$ cat src/acc_pkg.sv
// package: register map, fields and types of the comparator control block
package acc_pkg;

    // ------------------------------------------------------------
    // register map (byte addresses)
    // ------------------------------------------------------------
    localparam int         ADDR_W       = 4;
    localparam logic [3:0] OFS_CONV_B   = 4'h0;
    localparam logic [3:0] OFS_CMP_CS   = 4'h4;
    localparam logic [3:0] OFS_DIG_OFF  = 4'h8;

    // ------------------------------------------------------------
    // field positions
    // ------------------------------------------------------------
    localparam int BIT_NEG_MUX_EN  = 6;
    localparam int BIT_POWER_OFF   = 7;
    localparam int BIT_REF_SEL     = 6;
    localparam int BIT_RESULT      = 5;
    localparam int BIT_IRQ_FLAG    = 4;
    localparam int BIT_IRQ_EN      = 3;
    localparam int BIT_POS_IN_OFF  = 0;
    localparam int BIT_NEG_IN_OFF  = 1;
    localparam int DIG_OFF_W       = 6;

    // ------------------------------------------------------------
    // reset values and bus answers
    // ------------------------------------------------------------
    localparam logic       RST_NEG_MUX_EN = 1'b0;
    localparam logic [5:0] RST_DIG_OFF    = 6'h00;
    localparam logic [1:0] RESP_OKAY      = 2'h0;
    localparam logic [1:0] RESP_SLVERR    = 2'h2;

    typedef enum logic [1:0] {
        EV_TOGGLE = 2'h0,
        EV_RSVD   = 2'h1,
        EV_FALL   = 2'h2,
        EV_RISE   = 2'h3
    } acc_event_e;

    typedef struct packed {
        logic       power_off;
        logic       ref_sel;
        logic       irq_en;
        acc_event_e event_sel;
    } acc_ctrl_s;

    localparam acc_ctrl_s RST_CTRL = '{1'b0, 1'b0, 1'b0, EV_TOGGLE};

endpackage : acc_pkg

$ cat src/acc_top.sv
// top: analog comparator control, status and interrupt logic
//
// Notes on behaviour
// - result reads one when positive exceeds negative
// - result synchronised, one to two cycles late
// - event select: toggle, reserved, falling, rising
// - selected output event sets interrupt flag
// - flag clears on vector taken or write-one
// - request needs flag, local and global enable
// - disable bit switches the comparator off
// - reference select picks internal reference as positive
// - mux enable, converter off: channel drives negative
// - reserved bits read zero, writes ignored
// - input-off bit kills buffer, pin reads zero
`timescale 1ns/1ns

module acc_top (
    // clock and reset
    input  wire logic        CLOCK_I,
    input  wire logic        RST_N_I,
    // avalon-mm slave
    input  wire logic [3:0]  AVS_ADDRESS_I,
    input  wire logic        AVS_READ_I,
    input  wire logic        AVS_WRITE_I,
    input  wire logic [31:0] AVS_WRITEDATA_I,
    input  wire logic [3:0]  AVS_BYTEENABLE_I,
    output logic      [31:0] AVS_READDATA_O,
    output logic      [1:0]  AVS_RESPONSE_O,
    output logic             AVS_WAITREQUEST_O,
    // analog side and pins (asynchronous)
    input  wire logic        CMP_RAW_I,
    input  wire logic        POS_PIN_I,
    input  wire logic        NEG_PIN_I,
    // core and converter side (same clock)
    input  wire logic        CONVERTER_ON_I,
    input  wire logic [1:0]  CHANNEL_SEL_I,
    input  wire logic        GLOBAL_IRQ_EN_I,
    input  wire logic        IRQ_TAKEN_I,
    // comparator control and pin outputs
    output logic             CMP_IRQ_O,
    output logic             CMP_POWER_OFF_O,
    output logic             POS_REF_SEL_O,
    output logic             NEG_MUX_ON_O,
    output logic      [1:0]  NEG_CHAN_O,
    output logic             POS_IN_OFF_O,
    output logic             NEG_IN_OFF_O,
    output logic             POS_PIN_DIG_O,
    output logic             NEG_PIN_DIG_O
);

    // ------------------------------------------------------------
    // reset release
    // ------------------------------------------------------------
    logic rst_meta;
    logic rst_n;

    always_ff @(posedge CLOCK_I or negedge RST_N_I) begin
        if (!RST_N_I) begin
            rst_meta <= 1'b0;
            rst_n    <= 1'b0;
        end else begin
            rst_meta <= 1'b1;
            rst_n    <= rst_meta;
        end
    end

    // ------------------------------------------------------------
    // comparator synchroniser and edge detection
    // ------------------------------------------------------------
    logic cmp_meta;
    logic cmp_res;
    logic cmp_prev;
    logic evt;
    acc_pkg::acc_ctrl_s ctrl;

    always_ff @(posedge CLOCK_I or negedge rst_n) begin
        if (!rst_n) begin
            cmp_meta <= 1'b0;
            cmp_res  <= 1'b0;
            cmp_prev <= 1'b0;
        end else begin
            cmp_meta <= CMP_RAW_I;
            cmp_res  <= cmp_meta;
            cmp_prev <= cmp_res;
        end
    end

    always_comb begin
        unique case (ctrl.event_sel)
            acc_pkg::EV_TOGGLE: evt = cmp_res ^ cmp_prev;
            acc_pkg::EV_FALL:   evt = cmp_prev & ~cmp_res;
            acc_pkg::EV_RISE:   evt = ~cmp_prev & cmp_res;
            acc_pkg::EV_RSVD:   evt = 1'b0;
        endcase
    end

    // ------------------------------------------------------------
    // avalon slave: one wait cycle, then the answer
    // ------------------------------------------------------------
    logic       req;
    logic       wr_go;
    logic       be0;
    logic [7:0] wbyte;
    logic       hit_b;
    logic       hit_cs;
    logic       hit_dig;
    logic [7:0] rd_byte;
    logic       flag;
    logic       neg_mux_en;
    logic [5:0] dig_off;

    assign req     = AVS_READ_I | AVS_WRITE_I;
    assign be0     = AVS_BYTEENABLE_I[0];
    assign wbyte   = AVS_WRITEDATA_I[7:0];
    assign hit_b   = AVS_ADDRESS_I == acc_pkg::OFS_CONV_B;
    assign hit_cs  = AVS_ADDRESS_I == acc_pkg::OFS_CMP_CS;
    assign hit_dig = AVS_ADDRESS_I == acc_pkg::OFS_DIG_OFF;
    // a write lands only at the edge that sees waitrequest low
    assign wr_go   = AVS_WRITE_I & ~AVS_WAITREQUEST_O & be0;

    always_comb begin
        rd_byte = 8'h00;
        if (hit_b) begin
            rd_byte[acc_pkg::BIT_NEG_MUX_EN] = neg_mux_en;
        end else if (hit_cs) begin
            // bit 2 stays zero
            rd_byte = {ctrl.power_off, ctrl.ref_sel, cmp_res, flag,
                       ctrl.irq_en, 1'b0, ctrl.event_sel};
        end else if (hit_dig) begin
            rd_byte = {2'h0, dig_off};
        end
    end

    always_ff @(posedge CLOCK_I or negedge rst_n) begin
        if (!rst_n) begin
            AVS_WAITREQUEST_O <= 1'b1;
            AVS_READDATA_O    <= 32'h0000_0000;
            AVS_RESPONSE_O    <= acc_pkg::RESP_OKAY;
        end else begin
            AVS_WAITREQUEST_O <= ~(req & AVS_WAITREQUEST_O);
            if (req && AVS_WAITREQUEST_O) begin
                AVS_READDATA_O <= {24'h00_0000, rd_byte};
                AVS_RESPONSE_O <= (hit_b | hit_cs | hit_dig)
                                  ? acc_pkg::RESP_OKAY
                                  : acc_pkg::RESP_SLVERR;
            end
        end
    end

    // ------------------------------------------------------------
    // software-written registers
    // ------------------------------------------------------------
    always_ff @(posedge CLOCK_I or negedge rst_n) begin
        if (!rst_n) begin
            ctrl <= acc_pkg::RST_CTRL;
        end else if (wr_go && hit_cs) begin
            // result, flag and bit 2 are not stored here
            ctrl.power_off <= wbyte[acc_pkg::BIT_POWER_OFF];
            ctrl.ref_sel   <= wbyte[acc_pkg::BIT_REF_SEL];
            ctrl.irq_en    <= wbyte[acc_pkg::BIT_IRQ_EN];
            ctrl.event_sel <= acc_pkg::acc_event_e'(wbyte[1:0]);
        end
    end

    always_ff @(posedge CLOCK_I or negedge rst_n) begin
        if (!rst_n) begin
            neg_mux_en <= acc_pkg::RST_NEG_MUX_EN;
            dig_off    <= acc_pkg::RST_DIG_OFF;
        end else begin
            if (wr_go && hit_b) begin
                neg_mux_en <= wbyte[acc_pkg::BIT_NEG_MUX_EN];
            end
            if (wr_go && hit_dig) begin
                dig_off <= wbyte[acc_pkg::DIG_OFF_W-1:0];
            end
        end
    end

    // ------------------------------------------------------------
    // interrupt flag and request
    // ------------------------------------------------------------
    logic clr_w1;

    assign clr_w1 = wr_go & hit_cs & wbyte[acc_pkg::BIT_IRQ_FLAG];

    // a new event in the clearing cycle keeps the flag set
    always_ff @(posedge CLOCK_I or negedge rst_n) begin
        if (!rst_n) begin
            flag <= 1'b0;
        end else if (evt) begin
            flag <= 1'b1;
        end else if (clr_w1 || IRQ_TAKEN_I) begin
            flag <= 1'b0;
        end
    end

    always_ff @(posedge CLOCK_I or negedge rst_n) begin
        if (!rst_n) begin
            CMP_IRQ_O <= 1'b0;
        end else begin
            CMP_IRQ_O <= flag & ctrl.irq_en & GLOBAL_IRQ_EN_I
                         & ~IRQ_TAKEN_I;
        end
    end

    // ------------------------------------------------------------
    // analog steering and pin buffers
    // ------------------------------------------------------------
    logic pos_meta;
    logic pos_sync;
    logic neg_meta;
    logic neg_sync;

    assign CMP_POWER_OFF_O = ctrl.power_off;
    assign POS_REF_SEL_O   = ctrl.ref_sel;
    assign POS_IN_OFF_O    = dig_off[acc_pkg::BIT_POS_IN_OFF];
    assign NEG_IN_OFF_O    = dig_off[acc_pkg::BIT_NEG_IN_OFF];

    always_ff @(posedge CLOCK_I or negedge rst_n) begin
        if (!rst_n) begin
            NEG_MUX_ON_O <= 1'b0;
            NEG_CHAN_O   <= 2'h0;
        end else begin
            NEG_MUX_ON_O <= neg_mux_en & ~CONVERTER_ON_I;
            NEG_CHAN_O   <= CHANNEL_SEL_I;
        end
    end

    // off pins read zero; the sync chain still runs, costing nothing
    always_ff @(posedge CLOCK_I or negedge rst_n) begin
        if (!rst_n) begin
            pos_meta      <= 1'b0;
            pos_sync      <= 1'b0;
            neg_meta      <= 1'b0;
            neg_sync      <= 1'b0;
            POS_PIN_DIG_O <= 1'b0;
            NEG_PIN_DIG_O <= 1'b0;
        end else begin
            pos_meta      <= POS_PIN_I;
            pos_sync      <= pos_meta;
            neg_meta      <= NEG_PIN_I;
            neg_sync      <= neg_meta;
            POS_PIN_DIG_O <= pos_sync & ~POS_IN_OFF_O;
            NEG_PIN_DIG_O <= neg_sync & ~NEG_IN_OFF_O;
        end
    end
endmodule : acc_top

$ cat config.mk
export PLATFORM = sky130hd
export DESIGN_NAME = acc_top
export DESIGN_NICKNAME = d
export VERILOG_FILES = /design/src/acc_pkg.sv /design/src/acc_top.sv
export SDC_FILE = /design/constraint.sdc
export NUM_CORES = 1
export LEC_CHECK = 0
export BUFFER_PORTS_ARGS = -buffer_cell sky130_fd_sc_hd__buf_2
export CAP_MARGIN = 25
export CORE_ASPECT_RATIO = 1.25
export CORE_MARGIN = 5
export CORE_UTILIZATION = 40
export DETAILED_ROUTE_END_ITERATION = 16
export GPL_ROUTABILITY_DRIVEN = 0
export PLACE_DENSITY = 0.75
export SYNTH_ARGS = -nofsm -noshare
export SYNTH_HDL_FRONTEND = slang
export SYNTH_SLANG_ARGS = --single-unit
$ cat constraint.sdc
create_clock -name CLOCK_I -period 1.6 [get_ports CLOCK_I]
set_clock_uncertainty 0.15 [all_clocks]
set_input_delay 0.32 -clock CLOCK_I [delete_from_list [all_inputs] [get_ports CLOCK_I]]
set_output_delay 0.32 -clock CLOCK_I [all_outputs]
set_load 0.02 [all_outputs]
==> results.cfg, run 1 <==
[setup_path]
crit_arrival_ns = 1.65
cp.required_ns = 1.61
worst-path-max-fanout = 6
crit_path_end_kind = register
r2r_cells = 4
critPathKind = reg -> reg
start_kind = register

[global_route]
grt_pass1_vias = 1115
grt_max_degree = 28
grt.overflow.total = 0
antenna_found_initial = 0
grt_pass1_wl_um = 4910
grt_usage = 0.121

[die]
initial_utilization = 0.405
fp.dieArea_um2 = 5440
die_w_um = 67.0
fp-row-count = 26
io_pins = 97
die_h_um = 81.2
core_um2 = 4000

[power_and_ir_drop]
p_comb_frac = 0.179
switching_power_w = 0.000555
switching_share = 0.264
power_w = 0.00210
p_clk_frac = 0.297
p_per_area_nw_per_um2 = 998
pwr-share-seq = 0.524
intPower_w = 0.00155
leakagePower_nw = 1.10
vdd_drop_max_mv = 0.515

[synthesis]
synth_commonest_cells = 37 x dfrtp_1, 25 x buf_4, 13 x mux2_2
syn_inst = 130
synth_flop_cell = dfrtp_1
yosysSeqAreaShare = 0.587
syn_area_per_cell_um2 = 12.5
synth_edf_count = 0
synth_top_area_share = 0.571
synth_area_um2 = 1620
yosys_warnings = 0
ys_ff_latch = 38
synthArstFlopShare = 1.00
yosysMostFrequentCell = dfrtp_1
synth.distinct_cells = 26
yosys.area.top_type = dfrtp_1
ys_top_cells_by_area = dfrtp_1 57%, buf_4 12%, mux2_2 9.0%

[timing]
hold_ws_ns = 0.0409
timing.final.ws_setup_ns = -0.0395
max_freq_ghz = 0.610
rsz0062_at_grt = yes
min_period_ns = 1.64
setup_viol = 11
post-route-period-util = 1.02
drv_slew = 0
finalHoldViolations = 0

[finish]
fin_cells = 251
nNetsFinal = 250
layout-drive-gt1-share = 0.405
area_growth_pct = 29.9
num_antenna_cells = 0

[outcome]
violations = setup timing
status = finished, violations left

[cts]
post_cts_buffers = 0
h-tree-depth = 2
clk_latency_ns = 0.28
cts.sink_count = 38
root_buffer = clkbuf_8
cts.path.max_buffers = 2
cts_buffers = 5
clk_pin_slew_worst_paths_ns = 0.07
cts_tree = done

[drt]
vias = 1090
avgRoutedWirePerCell_um = 12.1
antenna_left = 0
drc = 0
routed_wl_um = 3050
firstDrtPassIters = 4
viasPerCell = 4.34
drt-initial-drc-count = 43

[placement]
place_inst = 239
hpwl_um = 2360
io_buffer_count = 44

[flow_run]
drv_cap = 0

[hold_path]
hp-class = reg -> async
## area by class of cell
cell class	instances	area, um^2
tap	56	70.1
multi-input combinational	87	604
inverter	2	7.51
fill	384	1890
clock buffer	6	82.6
timing repair buffer	62	390
sequential	38	952
## critical path: stages (launching register included)
cell and delay (ns):
dfstp_2 0.37, nand3b_1 0.27, nor3b_4 0.25, buf_6 0.17
mux2_4 0.31
## metrics by stage
| stage | instance area (um^2) | worst slack (ns) | setup TNS [ns] | utilization |
|---|---|---|---|---|
| final | 2110 | -0.0395 | -0.253 | 0.527 |
| after global placement | 1910 | -0.137 | -1.44 | 0.477 |
| after CTS | 2080 | -0.0424 | -0.315 | 0.519 |
| after floorplan | 1710 | -0.0230 | -0.242 | - |
| after global routing | 2110 | -0.0942 | -0.856 | 0.527 |
| after detailed placement | 1910 | -0.147 | -1.53 | 0.477 |
## layout by cell type, fill, tap and decap left out, types with 2 or more instances in the layout
cell type and n:
nand3_1 2, mux2_2 2, o21ai_0 8, dfrtp_1 37
nor3b_4 2, inv_1 2, conb_1 26, and2b_1 2
dlygate4sd3_1 6, nor2b_1 3, buf_2 44, a22oi_1 5
buf_6 2, nor2_1 2, ha_1 2, clkbuf_8 6
buf_4 9, nand2_1 11, mux2_4 11
## state kept, by name, indices dropped and copies added, names as in the netlist, 2 cells and up
name            count
dig_off             6
ctrl                3
AVS_READDATA_O      8
NEG_CHAN_O          2
## timing repair
action                                  CTS  global route
endpoints found under the setup margin   11            18
gates cloned                              0             0
resized for setup                         7             8
pin swaps                                 1             1
hold endpoints to repair                  7             0
hold buffers                              6             0
## kinds of logic (layout without fill, tap and decap cells)
logic type,Yosys count,after routing,synth area share
compound gates,18,18,0.0702
fa+ha+maj,2,2,0.0154
mux,14,14,0.0965
flops,38,38,0.587
other cells,2,26,0.00463
simple gates,27,27,0.100
buf+inv,29,70,0.126
## power groups by stage
stage | logic [W] | registers, W | clock network (W)
final | 0.000377 | 0.00110 | 0.000624
after global routing | 0.000414 | 0.00111 | 0.000694
after CTS | 0.000364 | 0.00110 | 0.000650
after detailed placement | 0.000341 | 0.00112 | 0
after global placement | 0.000334 | 0.00112 | 0
after floorplan | 0.000205 | 0.00117 | 0
## worst paths after layout
kind                                   startpoint       endpoint  slack [ns]
worst max-delay path            AVS_WAITREQUEST_O     dig_off[4]       -0.04
worst min-delay path                        rst_n  POS_REF_SEL_O        0.04
worst max register to register  AVS_WAITREQUEST_O     dig_off[4]       -0.04
worst min register to register              rst_n  POS_REF_SEL_O        0.04
max in group asynchronous                   rst_n       pos_meta        0.76
min in group CLOCK_I               CONVERTER_ON_I   NEG_MUX_ON_O        0.04
## per-layer routing
layer	vias to the layer above	global-route usage	wire length, um
met4	0	0.0467	19
met3	2	0.0526	240
met1	536	0.127	1110
met5	-	0	0
met2	33	0.212	1670
li1	519	-	-
Power figures use the tool's default switching activity.
==> run 2, diff against run 1 <==
CELL_PAD_IN_SITES_DETAIL_PLACEMENT = 0   (was not set)
CELL_PAD_IN_SITES_GLOBAL_PLACEMENT = 2   (was not set)
CORE_UTILIZATION = 25   (was 40)
PLACE_DENSITY = not set   (was 0.75)
PLACE_DENSITY_LB_ADDON = 0.1   (was not set)
SETUP_SLACK_MARGIN = 0.15   (was not set)
==> results.cfg, run 2 (synthesis results as in run 1) <==
[power_and_ir_drop]
vdd_drop_max_mv = 0.397
p_comb_frac = 0.177
switching_power_w = 0.000613
p_clk_frac = 0.345
pwr-share-seq = 0.478
leakagePower_nw = 1.16
p_per_area_nw_per_um2 = 1010
intPower_w = 0.00169
switching_share = 0.267

[setup_path]
critPathKind = reg -> reg
crit_end = dig_off[3]
reg2reg_to = dig_off[3]
cp.required_ns = 1.62
crit_path_end_kind = register
startpoint = AVS_WAITREQUEST_O
r2r_cells = 5
ff2ff_setup_slack_ns = -0.01
start_kind = register
worst-path-max-fanout = 6
worstReg2RegStart = AVS_WAITREQUEST_O
crit_arrival_ns = 1.63

[timing]
post-route-period-util = 1.01
drv_slew = 0
max_freq_ghz = 0.621
min_period_ns = 1.61
timing.final.ws_setup_ns = -0.0101
tns_ns = -0.0507
finalHoldViolations = 0
setup_viol = 6
rsz0062_at_grt = yes

[global_route]
grt_max_degree = 31
met1_usage = 0.114
grt_pass1_vias = 1228
antenna_found_initial = 0
grt.overflow.total = 0
gr-usage-met2 = 0.157
top_usage_layer = met2
grt_pass1_wl_um = 5990
grt_usage = 0.0961
met3_usage = 0.0341

[cts]
cts_buffers = 5
h-tree-depth = 2
cts_tree = done
root_buffer = clkbuf_8
cts.path.max_buffers = 2
clk_pin_slew_worst_paths_ns = 0.07
cts.sink_count = 38
clk_latency_ns = 0.28

[placement]
hpwl_um = 2760
place_inst = 269
io_buffer_count = 44

[drt]
vias = 1115
routed_wl_um = 3760
viasPerCell = 3.87
drt-initial-drc-count = 27
firstDrtPassIters = 4
avgRoutedWirePerCell_um = 13.0
drc = 0
antenna_left = 0

[finish]
regMostFlops = AVS_READDATA_O
fin_cells = 288
largest_register_ff_count = 8
reg_top3 = AVS_READDATA_O: 8 flops, dig_off: 6 flops, ctrl: 3 flops
num_antenna_cells = 0
nNetsFinal = 256
final_common_cell = buf_2
final_cell_mix = 43 x buf_2, 37 x dfrtp_1, 26 x conb_1
area_growth_pct = 40.1
layout-drive-gt1-share = 0.448

[outcome]
status = finished, violations left
violations = setup timing

[flow_run]
drv_cap = 0

[die]
fp.dieArea_um2 = 8210
die_w_um = 82.0
io_pins = 97
core_um2 = 6250
die_h_um = 100
fp-row-count = 32
initial_utilization = 0.260

[hold_path]
hp-class = in -> reg
[run 2: changes by cell type in the layout (fill, tap and decap cells not counted), sizes merged]
cell,delta
clkbuf,-1
clkinv,+2
buf,+5
dlygate4sd3,+1
bufinv,+1
[run 2: worst min-delay path by stage]
stage	endpoint	depth (start not counted)	slack (ns)	start
floorplan	rst_meta	0	-0.13	RST_N_I
CTS	NEG_MUX_ON_O	2	0.008	CONVERTER_ON_I
finish	NEG_MUX_ON_O	2	0.02	CONVERTER_ON_I
global route	NEG_MUX_ON_O	2	0.02	CONVERTER_ON_I
detailed placement	rst_n	1	-0.04	RST_N_I
global placement	rst_meta	1	-0.04	RST_N_I
[run 2: repair_timing]
action,in CTS,in global routing
gates resized for setup,12,19
pin swaps,1,3
hold buffers,7,0
hold endpoints to repair,12,0
setup buffers,2,2
endpoints found under the setup margin,19,15
[run 2: stage by stage]
| step | setup WS (ns) | power (W) | instance area [um^2] | utilization | hold slack, ns |
|---|---|---|---|---|---|
| floorplan | -0.0230 | 0.00137 | 1710 | - | -0.126 |
| global placement | -0.174 | 0.00146 | 1960 | 0.315 | -0.0422 |
| detailed placement | -0.193 | 0.00147 | 1960 | 0.315 | -0.0380 |
| CTS | -0.0188 | 0.00231 | 2200 | 0.353 | 0.00818 |
| global route | -0.0874 | 0.00242 | 2270 | 0.364 | 0.0157 |
| finish | -0.0101 | 0.00230 | 2270 | 0.364 | 0.0207 |
[run 2: cell type report]
type	instances	area (um^2)
Clock buffer	5	68.8
Clock inverter	3	40.0
Fill cell	664	3970
Inverter	2	7.51
Multi-Input combinational cell	87	629
Sequential cell	38	952
Tap cell	85	106
Timing Repair Buffer	68	468
[run 2: per-layer routing]
layer | up-vias | wire (um)
met5 | - | 0
met3 | 6 | 281
li1 | 535 | -
met1 | 537 | 1500
met4 | 0 | 70
met2 | 37 | 1900
[run 2: power groups by stage]
| stage | Clock, W | Combinational (W) | Sequential [W] |
|---|---|---|---|
| 6_report | 0.000794 | 0.000408 | 0.00110 |
| 5_1_grt | 0.000863 | 0.000448 | 0.00111 |
| 4_1_cts | 0.000827 | 0.000381 | 0.00110 |
| 2_1_floorplan | 0 | 0.000205 | 0.00117 |
| 3_3_place_gp | 0 | 0.000340 | 0.00112 |
| 3_5_place_dp | 0 | 0.000346 | 0.00112 |
[run 2: critical path, cell delays in order, from the launching register on]
cell      delay (ns)
dfstp_2         0.37
nand3b_1        0.16
buf_6           0.15
nor3b_4         0.22
buf_12          0.16
mux2_4          0.29
==> run 3, diff against run 2 <==
CELL_PAD_IN_SITES_DETAIL_PLACEMENT = not set   (was 0)
CELL_PAD_IN_SITES_GLOBAL_PLACEMENT = not set   (was 2)
CORE_UTILIZATION = 40   (was 25)
PLACE_DENSITY = 0.75   (was not set)
PLACE_DENSITY_LB_ADDON = not set   (was 0.1)
==> results.cfg, run 3 (synthesis results as in run 1) <==
[global_route]
grt.overflow.total = 0
antenna_found_initial = 0
grt_pass1_vias = 1016
grt_pass1_wl_um = 4680
grt_usage = 0.118
grt_max_degree = 21

[die]
initial_utilization = 0.405
fp-row-count = 26
die_h_um = 81.2
die_w_um = 67.0
fp.dieArea_um2 = 5440
core_um2 = 4000
io_pins = 97

[drt]
firstDrtPassIters = 3
vias = 1084
routed_wl_um = 3070
avgRoutedWirePerCell_um = 12.1
drc = 0
viasPerCell = 4.27
antenna_left = 0
drt-initial-drc-count = 27

[placement]
hpwl_um = 2340
io_buffer_count = 44

[timing]
timing.final.ws_setup_ns = -0.0401
min_period_ns = 1.64
max_freq_ghz = 0.610
setup_viol = 11
rsz0062_at_grt = yes
hold_ws_ns = 0.0278
drv_slew = 0
post-route-period-util = 1.03
finalHoldViolations = 0

[finish]
regMostFlops = AVS_READDATA_O
seq_area_um2 = 952
fillCellCount = 355
nNetsFinal = 251
area_growth_pct = 31.5
multiInputGateArea_um2 = 616
num_antenna_cells = 0
final_cell_mix = 43 x buf_2, 37 x dfrtp_1, 26 x conb_1
fin_util = 0.533
final_common_cell = buf_2
layout-drive-gt1-share = 0.424
largest_register_ff_count = 8
reg_top3 = AVS_READDATA_O: 8 flops, dig_off: 6 flops, ctrl: 3 flops

[cts]
h-tree-depth = 2
cts_tree = done
clk_pin_slew_worst_paths_ns = 0.07
clk_latency_ns = 0.29
cts.path.max_buffers = 2
root_buffer = clkbuf_8
cts_buffers = 5
cts.sink_count = 38

[power_and_ir_drop]
p_per_area_nw_per_um2 = 1010
power_w = 0.00216
vdd_drop_max_mv = 0.674
leakagePower_nw = 1.11

[flow_run]
drv_cap = 0

[setup_path]
crit_arrival_ns = 1.67
worst-path-max-fanout = 6
crit_path_end_kind = register
cp.required_ns = 1.63
critPathKind = reg -> reg
start_kind = register
startpoint = AVS_WAITREQUEST_O
worstReg2RegStart = AVS_WAITREQUEST_O
ff2ff_setup_slack_ns = -0.04

[outcome]
status = finished, violations left
violations = setup timing

[hold_path]
min_from = CONVERTER_ON_I
hp-class = in -> reg
[run 3: worst paths after layout]
path / to / cells past startpoint
setup / recovery: dig_off[2] / 4
hold / removal: NEG_MUX_ON_O / 2
setup reg to reg: dig_off[2] / 4
hold reg to reg: CMP_POWER_OFF_O / 1
max in group asynchronous: AVS_WAITREQUEST_O / 1
min in group asynchronous: CMP_POWER_OFF_O / 1
[run 3: where the power goes]
group | internal, W | leakage (nW) | total [W] | switching (W)
registers | 0.00105 | 0.484 | 0.00110 | 0.0000497
clock network | 0.000346 | 0.0472 | 0.000678 | 0.000332
logic | 0.000173 | 0.581 | 0.000389 | 0.000216
total | 0.00156 | 1.11 | 0.00216 | 0.000598
[run 3: what timing repair did]
action                     4_1_cts  5_1_grt
pin swaps                        1        2
setup buffers                    0        1
setup endpoints to repair       21       20
hold buffers                     6        0
hold endpoints to repair         7        0
gates resized for setup          8       12
[run 3: worst max-delay path, cell delays in order, from the launching register on]
cell and delay, ns:
dfstp_2 0.37, nand3b_1 0.29, nor3b_4 0.25, buf_6 0.17, mux2_4 0.30
[run 3: routing by layer]
metal | up-vias | share of wire | track usage
li1 | 525 | - | -
met1 | 518 | 0.36 | 0.129
met2 | 36 | 0.53 | 0.191
met3 | 5 | 0.088 | 0.0526
met4 | 0 | 0.021 | 0.0649
met5 | - | 0 | 0
[run 3: through the flow]
step / setup TNS, ns / setup slack, ns / std cells / instance area, um^2
floorplan: -0.242 / -0.0230 / 154 / 1710
global placement: -1.43 / -0.137 / 239 / 1900
detailed placement: -1.49 / -0.135 / 239 / 1900
CTS: -0.221 / -0.0257 / 253 / 2080
global route: -0.807 / -0.0906 / 254 / 2130
finish: -0.355 / -0.0401 / 254 / 2130
[run 3: area by class of cell]
type | count | area share
multi-input combinational | 87 | 0.289
clock inverter | 2 | 0.00587
sequential | 38 | 0.447
tap | 56 | 0.0329
timing repair buffer | 63 | 0.184
inverter | 2 | 0.00352
clock buffer | 6 | 0.0387
